===== src/logic/msc_pkg.sv =====
// Purpose: shared constants for the multiplexed conversion control
// Assumes: one 40 MHz clock, synchronous active-high reset
// Notes:   pulse widths are the host's to meet; counts derive from ns
package msc_pkg;
	localparam int CLK_PERIOD_NS   = 25;
	localparam int RESULT_BITS     = 8;
	localparam int CHAN_BITS       = 3;
	localparam int CHAN_COUNT      = 8;
	localparam int BIT_SETTLE_CYC  = 4;
	localparam int EOC_DROP_MAX    = 8;
	localparam int START_MIN_NS    = 200;
	localparam int ALE_MIN_NS      = 200;
	localparam int MUX_SETTLE_NS   = 2500;
	localparam int START_MIN_CYC   =
		(START_MIN_NS + CLK_PERIOD_NS - 1) / CLK_PERIOD_NS;
	localparam int ALE_MIN_CYC     =
		(ALE_MIN_NS + CLK_PERIOD_NS - 1) / CLK_PERIOD_NS;
	localparam int MUX_SETTLE_CYC  =
		(MUX_SETTLE_NS + CLK_PERIOD_NS - 1) / CLK_PERIOD_NS;
	localparam logic [7:0] RESULT_RST = 8'h00;
	localparam logic [2:0] CHAN_RST   = 3'h0;
	localparam logic [2:0] TOP_BIT    = 3'h7;

	typedef enum logic [4:0] {
		ST_IDLE  = 5'b00001,
		ST_HOLD  = 5'b00010,
		ST_TRIAL = 5'b00100,
		ST_LOAD  = 5'b01000,
		ST_DONE  = 5'b10000
	} msc_state_t;
endpackage


===== src/logic/msc_chan_latch.sv =====
// Purpose: channel address latch and one-of-eight input decoder
// Assumes: select lines and strobe are synchronous to clk
// Notes:   selection changes only on a rising strobe
`timescale 1ns/1ps
`default_nettype none
module msc_chan_latch
	import msc_pkg::*;
(
	input  wire logic                  clk,
	input  wire logic                  rst,
	input  wire logic [CHAN_BITS-1:0]  chanSel,
	input  wire logic                  addrLatch,
	output var  logic [CHAN_BITS-1:0]  chanCode_reg,
	output var  logic [CHAN_COUNT-1:0] muxSelect_reg
);
	logic                  latchPrev_reg;
	logic                  latchRise;
	logic [CHAN_BITS-1:0]  chanCode_next;
	logic [CHAN_COUNT-1:0] muxSelect_next;

	function automatic logic [CHAN_COUNT-1:0] decode(
		input logic [CHAN_BITS-1:0] code);
		decode = CHAN_COUNT'(1) << code;
	endfunction

	assign latchRise      = addrLatch & ~latchPrev_reg;
	assign chanCode_next  = latchRise ? chanSel : chanCode_reg;
	assign muxSelect_next = decode(chanCode_next);

	always_ff @(posedge clk)
	begin
		if (rst)
		begin
			latchPrev_reg <= 1'b0;
			chanCode_reg  <= CHAN_RST;
			muxSelect_reg <= CHAN_COUNT'(1);
		end
		else
		begin
			latchPrev_reg <= addrLatch;
			chanCode_reg  <= chanCode_next;
			muxSelect_reg <= muxSelect_next;
		end
	end
endmodule
`default_nettype wire


===== src/logic/msc_approx_reg.sv =====
// Purpose: successive approximation register, one flop per bit
// Assumes: set and decide indices come from the control sequencer
// Notes:   clear outranks decide, decide outranks set on a bit
`timescale 1ns/1ps
`default_nettype none
module msc_approx_reg
	import msc_pkg::*;
#(
	parameter int WIDTH = RESULT_BITS
)
(
	input  wire logic                     clk,
	input  wire logic                     rst,
	input  wire logic                     clearAll,
	input  wire logic                     setEn,
	input  wire logic [$clog2(WIDTH)-1:0] setIdx,
	input  wire logic                     decideEn,
	input  wire logic [$clog2(WIDTH)-1:0] decideIdx,
	input  wire logic                     keepBit,
	output var  logic [WIDTH-1:0]         approx_reg
);
	localparam int IDX_W = $clog2(WIDTH);

	logic [WIDTH-1:0] approx_next;

	generate
		if (WIDTH < 2)
		begin : g_bad
			$error("approximation width must be at least 2");
		end
		for (genvar i = 0; i < WIDTH; i++)
		begin : g_bit
			// a bit tried and found above the input is dropped
			assign approx_next[i] = clearAll ? 1'b0 :
				(decideEn && decideIdx == IDX_W'(i) && !keepBit) ? 1'b0 :
				(setEn && setIdx == IDX_W'(i)) ? 1'b1 : approx_reg[i];
		end
	endgenerate

	always_ff @(posedge clk)
	begin
		if (rst)
			approx_reg <= '0;
		else
			approx_reg <= approx_next;
	end
endmodule
`default_nettype wire


===== src/logic/msc_conv_ctrl.sv =====
// Purpose: control of an 8-bit successive approximation converter
// Assumes: compHigh is the comparator: input at or above trial level
// Notes:   data pins are split into value and enable, no tristate here
`timescale 1ns/1ps
`default_nettype none
module msc_conv_ctrl
	import msc_pkg::*;
#(
	parameter int SETTLE = BIT_SETTLE_CYC
)
(
	input  wire logic                   clk,
	input  wire logic                   rst,
	input  wire logic [CHAN_BITS-1:0]   chanSel,
	input  wire logic                   addrLatch,
	input  wire logic                   convStart,
	input  wire logic                   outEnable,
	input  wire logic                   compHigh,
	output var  logic [CHAN_COUNT-1:0]  muxSelect,
	output var  logic [RESULT_BITS-1:0] trialCode,
	output var  logic [RESULT_BITS-1:0] dataOut,
	output var  logic                   dataOutEn,
	output var  logic                   endOfConv
);
	localparam int CNT_W = (SETTLE > 1) ? $clog2(SETTLE) : 1;
	localparam logic [CNT_W-1:0] CNT_LAST = CNT_W'(SETTLE - 1);

	generate
		if (SETTLE < 1)
		begin : g_bad
			$error("settle count must be at least 1");
		end
	endgenerate

	msc_state_t             state_reg;
	msc_state_t             state_next;
	logic                   startPrev_reg;
	logic [2:0]             bitIdx_reg;
	logic [2:0]             bitIdx_next;
	logic [CNT_W-1:0]       settle_reg;
	logic [CNT_W-1:0]       settle_next;
	logic [RESULT_BITS-1:0] result_reg;
	logic [RESULT_BITS-1:0] result_next;
	logic                   eoc_reg;
	logic                   eoc_next;
	logic                   oe_reg;
	logic [CHAN_BITS-1:0]   chanCode;
	logic                   startRise;
	logic                   startFall;
	logic                   stepDone;
	logic                   lastBit;
	logic                   clearAll;
	logic                   setEn;
	logic [2:0]             setIdx;
	logic                   decideEn;

	msc_chan_latch u_chan (
		.clk           (clk),
		.rst           (rst),
		.chanSel       (chanSel),
		.addrLatch     (addrLatch),
		.chanCode_reg  (chanCode),
		.muxSelect_reg (muxSelect)
	);

	// start edges, inputs already synchronous
	assign startRise = convStart & ~startPrev_reg;
	assign startFall = ~convStart & startPrev_reg;
	assign stepDone  = (state_reg == ST_TRIAL) && (settle_reg == CNT_LAST);
	assign lastBit   = (bitIdx_reg == 3'h0);

	// a new rising start overrides every state
	assign clearAll = startRise;
	assign decideEn = stepDone && !startRise;
	assign setEn    = !startRise &&
		((state_reg == ST_HOLD && startFall) || (decideEn && !lastBit));
	assign setIdx   = (state_reg == ST_HOLD) ? TOP_BIT
		: bitIdx_reg - 3'h1;

	msc_approx_reg #(
		.WIDTH (RESULT_BITS)
	) u_sar (
		.clk        (clk),
		.rst        (rst),
		.clearAll   (clearAll),
		.setEn      (setEn),
		.setIdx     (setIdx),
		.decideEn   (decideEn),
		.decideIdx  (bitIdx_reg),
		.keepBit    (compHigh),
		.approx_reg (trialCode)
	);

	always_comb
	begin
		state_next  = state_reg;
		bitIdx_next = bitIdx_reg;
		settle_next = settle_reg;
		if (startRise)
			state_next = ST_HOLD;
		else
		begin
			unique case (state_reg)
				ST_IDLE:
					state_next = ST_IDLE;
				ST_HOLD:
				begin
					if (startFall)
					begin
						state_next  = ST_TRIAL;
						bitIdx_next = TOP_BIT;
						settle_next = '0;
					end
				end
				ST_TRIAL:
				begin
					if (stepDone)
					begin
						settle_next = '0;
						if (lastBit)
							state_next = ST_LOAD;
						else
							bitIdx_next = bitIdx_reg - 3'h1;
					end
					else
						settle_next = settle_reg + CNT_W'(1);
				end
				ST_LOAD:
					state_next = ST_DONE;
				ST_DONE:
					state_next = ST_DONE;
			endcase
		end
	end

	// result loads on leaving LOAD, flag rises one edge later
	assign result_next = (state_reg == ST_LOAD && !startRise)
		? trialCode : result_reg;
	assign eoc_next = (state_reg == ST_DONE) && !startRise;

	always_ff @(posedge clk)
	begin
		if (rst)
		begin
			state_reg     <= ST_IDLE;
			startPrev_reg <= 1'b0;
			bitIdx_reg    <= TOP_BIT;
			settle_reg    <= '0;
			result_reg    <= RESULT_RST;
			eoc_reg       <= 1'b0;
			oe_reg        <= 1'b0;
		end
		else
		begin
			state_reg     <= state_next;
			startPrev_reg <= convStart;
			bitIdx_reg    <= bitIdx_next;
			settle_reg    <= settle_next;
			result_reg    <= result_next;
			eoc_reg       <= eoc_next;
			oe_reg        <= outEnable;
		end
	end

	assign dataOut   = result_reg;
	assign dataOutEn = oe_reg;
	assign endOfConv = eoc_reg;
endmodule
`default_nettype wire


===== config.mk =====
export PLATFORM = sky130hd
export DESIGN_NAME = msc_conv_ctrl
export DESIGN_NICKNAME = d
export VERILOG_FILES = /design/src/logic/msc_pkg.sv /design/src/logic/msc_chan_latch.sv /design/src/logic/msc_approx_reg.sv /design/src/logic/msc_conv_ctrl.sv
export SDC_FILE = /design/constraint.sdc
export NUM_CORES = 1
export LEC_CHECK = 0
export BUFFER_PORTS_ARGS = -buffer_cell sky130_fd_sc_hd__buf_2
export CAP_MARGIN = 20
export CELL_PAD_IN_SITES_DETAIL_PLACEMENT = 1
export CELL_PAD_IN_SITES_GLOBAL_PLACEMENT = 1
export CORE_MARGIN = 5
export CORE_UTILIZATION = 37
export DETAILED_ROUTE_END_ITERATION = 7
export PLACE_DENSITY = 0.79
export REMOVE_ABC_BUFFERS = 1
export SYNTH_ARGS = -nofsm -noshare
export SYNTH_HDL_FRONTEND = slang
export SYNTH_SLANG_ARGS = --single-unit
export TNS_END_PERCENT = 10

===== constraint.sdc =====
create_clock -name clk -period 2 [get_ports clk]
set_input_delay 0.1 -clock clk [delete_from_list [all_inputs] [get_ports clk]]
set_output_delay 0.1 -clock clk [all_outputs]
set_load 0.01 [all_outputs]

# --- After elaboration in Yosys (flattened, before gate mapping) ---
# Index checks and enable logic that the tools add are counted.
classes:
  add_sub_neg: 2
  shift: 1
  n_bitwise: 7
  n_mux: 14
  eq_ne: 27
  n_reduce_logical: 52
ops:
  columns: ["cell", "n"]
  rows:
  - ["logical AND 1 bit", 31]
  - ["equality test 3 bit, second input constant", 8]
  - ["OR reduction 3 bit", 8]
  - ["one-hot mux 5 bit (4 select lines)", 1]
  - ["2-to-1 mux 3 bit", 5]
  - ["2-to-1 mux 5 bit", 3]
  - ["equality test 3 x 2 -> 1 bit, second input constant", 4]
  - ["!= test 3 bit, second input constant", 3]
  - ["AND reduction 3 bit", 3]
  - ["!= test 2 bit, second input constant", 4]
  - ["left shift 1 x 3 -> 8 bit, first input constant", 1]
  - ["equality test 3 x 1 -> 1 bit, second input constant", 2]
  - ["logical NOT 3 bit", 2]
  - ["2-to-1 mux 2 bit", 3]
  - ["one-hot mux 3 bit (2 select lines)", 1]
  - ["equality test 5 x 1 -> 1 bit, second input constant", 1]
  - ["equality test 5 x 2 -> 1 bit, second input constant", 1]
  - ["equality test 5 x 3 -> 1 bit, second input constant", 1]
  - ["equality test 5 x 4 -> 1 bit, second input constant", 1]
  - ["equality test 5 bit, second input constant", 1]
  - ["AND reduction 5 bit", 1]
  - ["inverter 1 bit", 4]
  - ["one-hot mux 2 bit (2 select lines)", 1]
  - ["OR reduction 2 bit", 2]
  - ["7 further kinds", 11]
totals:
  wordCells: 122
  reg_bits: 41
  in_bits: 9
  output_inout_bits: 26

# --- Logic depth before layout (Yosys ltp) ---
logic_depth:
  depth_word: 8
  mapped_depth: 7
  mapped_depth_nobuf: 6

# --- Hierarchy ---
# Synthesis repeated with hierarchy kept, for this count alone.
hier_totals:
  hier_cells: 189
  hier_area_um2: 1790.5
modules_own_cells:
  columns: ["module", "cells_each", "area_each_um2", "seq_area_each_um2", "instances"]
  rows:
  - ["msc_conv_ctrl", 106, 959.7, 420.4, 1]
  - ["msc_chan_latch", 40, 470.5, 240.2, 1]
  - ["msc_approx_reg", 43, 360.3, 160.2, 1]

# --- Worst setup path after synthesis ---
# Ideal clock, no wire load.
synth_timing:
  kind: "reg-to-reg"
  start: "register startPrev_reg"
  end: "register u_sar.approx_reg[0]"
  synth_period_minus_slack_ps: 2077
  path_buffers: 1
  required_ps: 1909
  arrival_time_ps: 1986
  path_stages_with_launch: 8
  setup_ps: 91
  slack_ps: -77
  path_cell_list: "dfxtp_1 inv_1 ha_1 or4_4 buf_6 nor4_4 a41oi_1 a311oi_1"
synth_via:
  elab_chain_len: 8
  word_cells_on_any_way: 13
  classes_between: "bitwise (3); reduce/logical (10)"
synth_rtl:
  columns: ["element", "line", "text"]
  rows:
  - ["start: declaration", "msc_conv_ctrl.sv:37", "logic startPrev_reg;"]
  - ["start signal: assignment", "msc_conv_ctrl.sv:156", "startPrev_reg <= convStart;"]
  - ["inverter 1 bit *", "msc_conv_ctrl.sv:67", "assign startRise = convStart & ~startPrev_reg;"]
  - ["bitwise AND 1 bit *", "msc_conv_ctrl.sv:67", null]
  - ["named net clearAll", "msc_conv_ctrl.sv:52", "logic clearAll;"]
  - ["logical NOT 1 bit", "msc_conv_ctrl.sv:74, msc_conv_ctrl.sv:75", null]
  - ["logical AND 1 bit", "msc_conv_ctrl.sv:74", "assign decideEn = stepDone && !startRise;"]
  - ["logical AND 1 bit", "msc_conv_ctrl.sv:76", "((state_reg == ST_HOLD && startFall) || (decideEn && !lastBit));"]
  - ["logical OR 1 bit", "msc_conv_ctrl.sv:76", null]
  - ["logical AND 1 bit", "msc_conv_ctrl.sv:75", "assign setEn = !startRise &&"]
  - ["logical AND 1 bit", "msc_approx_reg.sv:36", "(setEn && setIdx == IDX_W'(i)) ? 1'b1 : approx_reg[i];"]
  - ["end signal: assignment", "msc_approx_reg.sv:45", "approx_reg <= approx_next;"]
  - ["end: declaration", "msc_approx_reg.sv:20", "output var logic [WIDTH-1:0] approx_reg"]
# Mark *: on every way through the listed nets, which the timed path passes. The rest lies on a longest branch.
# A chain may end at the register's enable or synchronous reset.

# --- Worst setup path after layout ---
layout_timing:
  start: "register startPrev_reg"
  end: "register result_reg[5] (netlist: dataOut[5])"
layout_via:
  elab_chain_len: 4
layout_rtl:
  columns: ["element", "line", "text"]
  rows:
  - ["inverter 1 bit", "msc_conv_ctrl.sv:67", null]
  - ["bitwise AND 1 bit", "msc_conv_ctrl.sv:67", null]
  - ["named net clearAll", "msc_conv_ctrl.sv:52", null]
  - ["logical NOT 1 bit", "msc_conv_ctrl.sv:137", "assign result_next = (state_reg == ST_LOAD && !startRise)"]
  - ["logical AND 1 bit", "msc_conv_ctrl.sv:137", null]
  - ["end signal: assignment", "msc_conv_ctrl.sv:159", "result_reg <= result_next;"]
  - ["end: declaration", "msc_conv_ctrl.sv:42", "logic [RESULT_BITS-1:0] result_reg;"]
# The timed path passes the listed nets, and every way through them passes these cells.

==> results by group <==
Clock network
  • CTS sink cnt: 41
  • CTS Buf Count: 5
  • CTS tree: yes
  • Clock transition at the registers of the reported paths: 0.08 ns
  • H-tree lvl count: 2
  • CTS max path bufs: 2
  • Root buffer cell: clkbuf_8
  • Clk_lat worst skew: slightly below 0.3 ns

STA
  • Min Clock Period, post-route: 1.94 ns
  • Final worst-path cycle share: 96.9%
  • Hold_ws: 0.0215 ns
  • Worst Max-Slew Pin Slew: 0.428 ns
  • Max Fclk: between 0.5 and 0.6 GHz
  • Final setup fails: 0
  • Max-slew violation count: 0
  • Worst Skew: around 0.0041 ns
  • Final Hold Violating Endpoints: 0
  • Relative slew slack: 70.6%

Min path
  • Hold Path Origin: outEnable
  • Worst hold path class: input port to flop

Worst setup path
  • Worst endpoint data arrival time: around 2.1 ns
  • Crit start category: flop
  • Crit-path slowest cell: nor4b_1
  • CP max stage delay: 0.38 ns
  • Worst Path Class, Setup: flop to flop
  • CP Data Required Time: around 2.2 ns
  • Crit. Startpoint: startPrev_reg
  • Reg2reg start: startPrev_reg
  • Worst-path fanout max: 8
  • Critical Path Sink Type: flop
  • Critical path cell sequence: inv_1 > ha_2 > buf_4 > nor4b_1 > nand2_1 > mux2i_1 > nor2_1

Power
  • Worst IR drop on VDD: 0.358 mV
  • Final Power: 0.00173 W
  • Pleak: 0.983 nW
  • Power density over the cells: 795 mW/mm2

Layout
  • Antenna cells: 0
  • Fill count: about 560
  • Layout area overhead: 25.1%
  • Register area: 822 um2
  • Layout cells sized above 1: 28.6%
  • Multi-input logic area: 851 um2
  • Post-Layout Cell Count: 278
  • Nets@finish: 240

Floorplanning
  • Die Span Y: 78.5 um
  • Starting Density: 37.5%
  • IO Pins: 35
  • Site Rows: 25
  • Die Footprint: 0.00616 mm2
  • Chip Width: 78.5 um
  • Core region area: 0.00463 mm2

Synth
  • Asr flop ratio synth: 0%
  • Most used DFF post-synth: dfxtp_1
  • Post-synthesis sequential area ratio: 47.3%
  • Synthesized cell area: 0.00174 mm2
  • Synth Area per Inst: approximately 9.7 um2
  • Synth cell types: 40
  • Synth warnings: 0
  • Post-synth EDFFs: 0
  • Synth Register Bits: 41
  • Cells after Synth: 179

Global route
  • Initial antenna violation count: 0
  • Gr ovfl total: 0
  • Largest net degree at the start of global routing: 23
  • First-pass GRT wire length: a little over 7000 um
  • GRT Util Overall: 14.5%
  • Vias in the first global route: 1552

Routing
  • Drt total wl: roughly 4200 um
  • Post-DR wirelength/cell: 14.9 um
  • Remaining DRCs: 0
  • 1st-pass router iterations: 4
  • Final ANT Viol Nets: 0
  • Drt initial violations: 60
  • Vias per cell: 5.25
  • Total via count in the routed design: 1459

Outcome
  • Status: completed

Placement
  • Port Buffers: 34
  • GPL Wtd Cong: 0.791
  • Post-Place Cells: 269
  • DP Wirelength: 3080 um

Flow run
  • Max Cap Viol: 0
-- layout by cell type (no fill, tap or decap), types with 2 or more instances in the layout --
| master | netlist | layout |
|---|---|---|
| a211oi_1 | 3 | 3 |
| a21o_1 | 4 | 4 |
| a21oi_1 | 5 | 5 |
| a311oi_1 | 4 | 4 |
| a31oi_1 | 3 | 3 |
| a41oi_1 | 3 | 3 |
| buf_2 | 2 | 34 |
| buf_4 | 0 | 11 |
| bufinv_16 | 0 | 2 |
| clkbuf_8 | 0 | 5 |
| dfxtp_1 | 41 | 40 |
| ha_1 | 8 | 7 |
| inv_1 | 8 | 8 |
| mux2i_1 | 11 | 11 |
| nand2_1 | 5 | 5 |
| nand2b_1 | 8 | 8 |
| nand3_1 | 2 | 2 |
| nor2_1 | 26 | 26 |
| nor2b_1 | 4 | 4 |
| nor3_1 | 5 | 5 |
| nor4_1 | 2 | 2 |
| nor4b_1 | 2 | 2 |
| o21ai_0 | 3 | 3 |
| or2_2 | 2 | 2 |
| or3_1 | 3 | 3 |
| xnor2_1 | 2 | 2 |
| xor2_1 | 2 | 2 |
-- final cells by class --
| cell class | instances | share of cell area, % |
|---|---|---|
| timing repair buffer | 46 | 12.2 |
| inverter | 8 | 1.38 |
| clock buffer | 5 | 3.17 |
| sequential | 41 | 37.8 |
| clock inverter | 3 | 3.17 |
| tap | 54 | 3.11 |
| multi-input combinational | 121 | 39.2 |
-- worst max-delay path, delay by kind of cell, from the launching register on --
family        cells  cell delay (ns)
simple gates      3             0.83
flops             1             0.34
mux               1             0.29
buf+inv           2             0.19
fa+ha+maj         1             0.17
-- logic make-up (layout without fill, tap and decap cells) --
family,count (synthesis),count (layout),share of synthesized area [%]
AOI/OAI and AO/OA,33,33,14.0
xor gates and xnor gates,4,4,2.02
adders and majority gates,8,8,5.76
buffers and inverters,17,62,4.68
DFF,41,41,47.3
muxes,11,11,6.34
and+or+nand+nor,65,65,20.0
-- cell usage after synthesis (3+ instances only) --
cell / instances / area [um2]
a41oi_1: 3 / 26.3
ha_1: 8 / 100
a31oi_1: 3 / 18.8
a211oi_1: 3 / 22.5
clkbuf_1: 4 / 15.0
a21oi_1: 5 / 25.0
nand2_1: 5 / 18.8
or3_1: 3 / 18.8
nor3_1: 5 / 25.0
dfxtp_1: 41 / 821
mux2i_1: 11 / 110
nand2b_1: 8 / 50.1
inv_1: 8 / 30.0
a311oi_1: 4 / 35.0
o21ai_0: 3 / 15.0
a21o_1: 4 / 30.0
nor2b_1: 4 / 25.0
nor2_1: 26 / 97.6
-- per-layer routing --
| metal | track usage [%] | wire [um] | vias up |
|---|---|---|---|
| met5 | 0 | 0 | - |
| met4 | 4.72 | 51 | 0 |
| met3 | 2.75 | 126 | 4 |
| met2 | 26.3 | 2150 | 23 |
| met1 | 16.9 | 1820 | 704 |
| li1 | - | - | 728 |
-- report_power, final --
part	switching [W]	internal (W)
sequential	0.00000744	0.000832
combinational	0.0000525	0.0000364
clock	0.000296	0.000502
total	0.000356	0.00137
-- path summary, 6_finish.rpt --
kind | end | slack (ns) | depth (start not counted)
setup / recovery | dataOut[5] | 0.06 | 7
hold / removal | dataOutEn | 0.02 | 2
setup reg to reg | dataOut[5] | 0.06 | 7
hold reg to reg | settle_reg[1] | 0.46 | 2
-- through the flow --
step	utilization [%]	worst slack [ns]	TNS [ns]	area, um2
6_report	46.9	0.0628	0	2170
5_1_grt	46.9	-0.0807	-0.252	2170
4_1_cts	46.7	0.0176	0	2160
3_5_place_dp	43.3	-0.0277	-0.0573	2010
3_3_place_gp	43.3	0.0478	0	2010
2_1_floorplan	-	-0.00691	-0.0138	1690
-- what timing repair did --
item / CTS / global route
setup buffers: 1 / 0
pin swaps: 2 / 5
setup endpoints to repair: 5 / 12
hold buffers: 0 / 0
gates resized for setup: 2 / 5
Note: power is estimated with default switching activity, not from simulation.
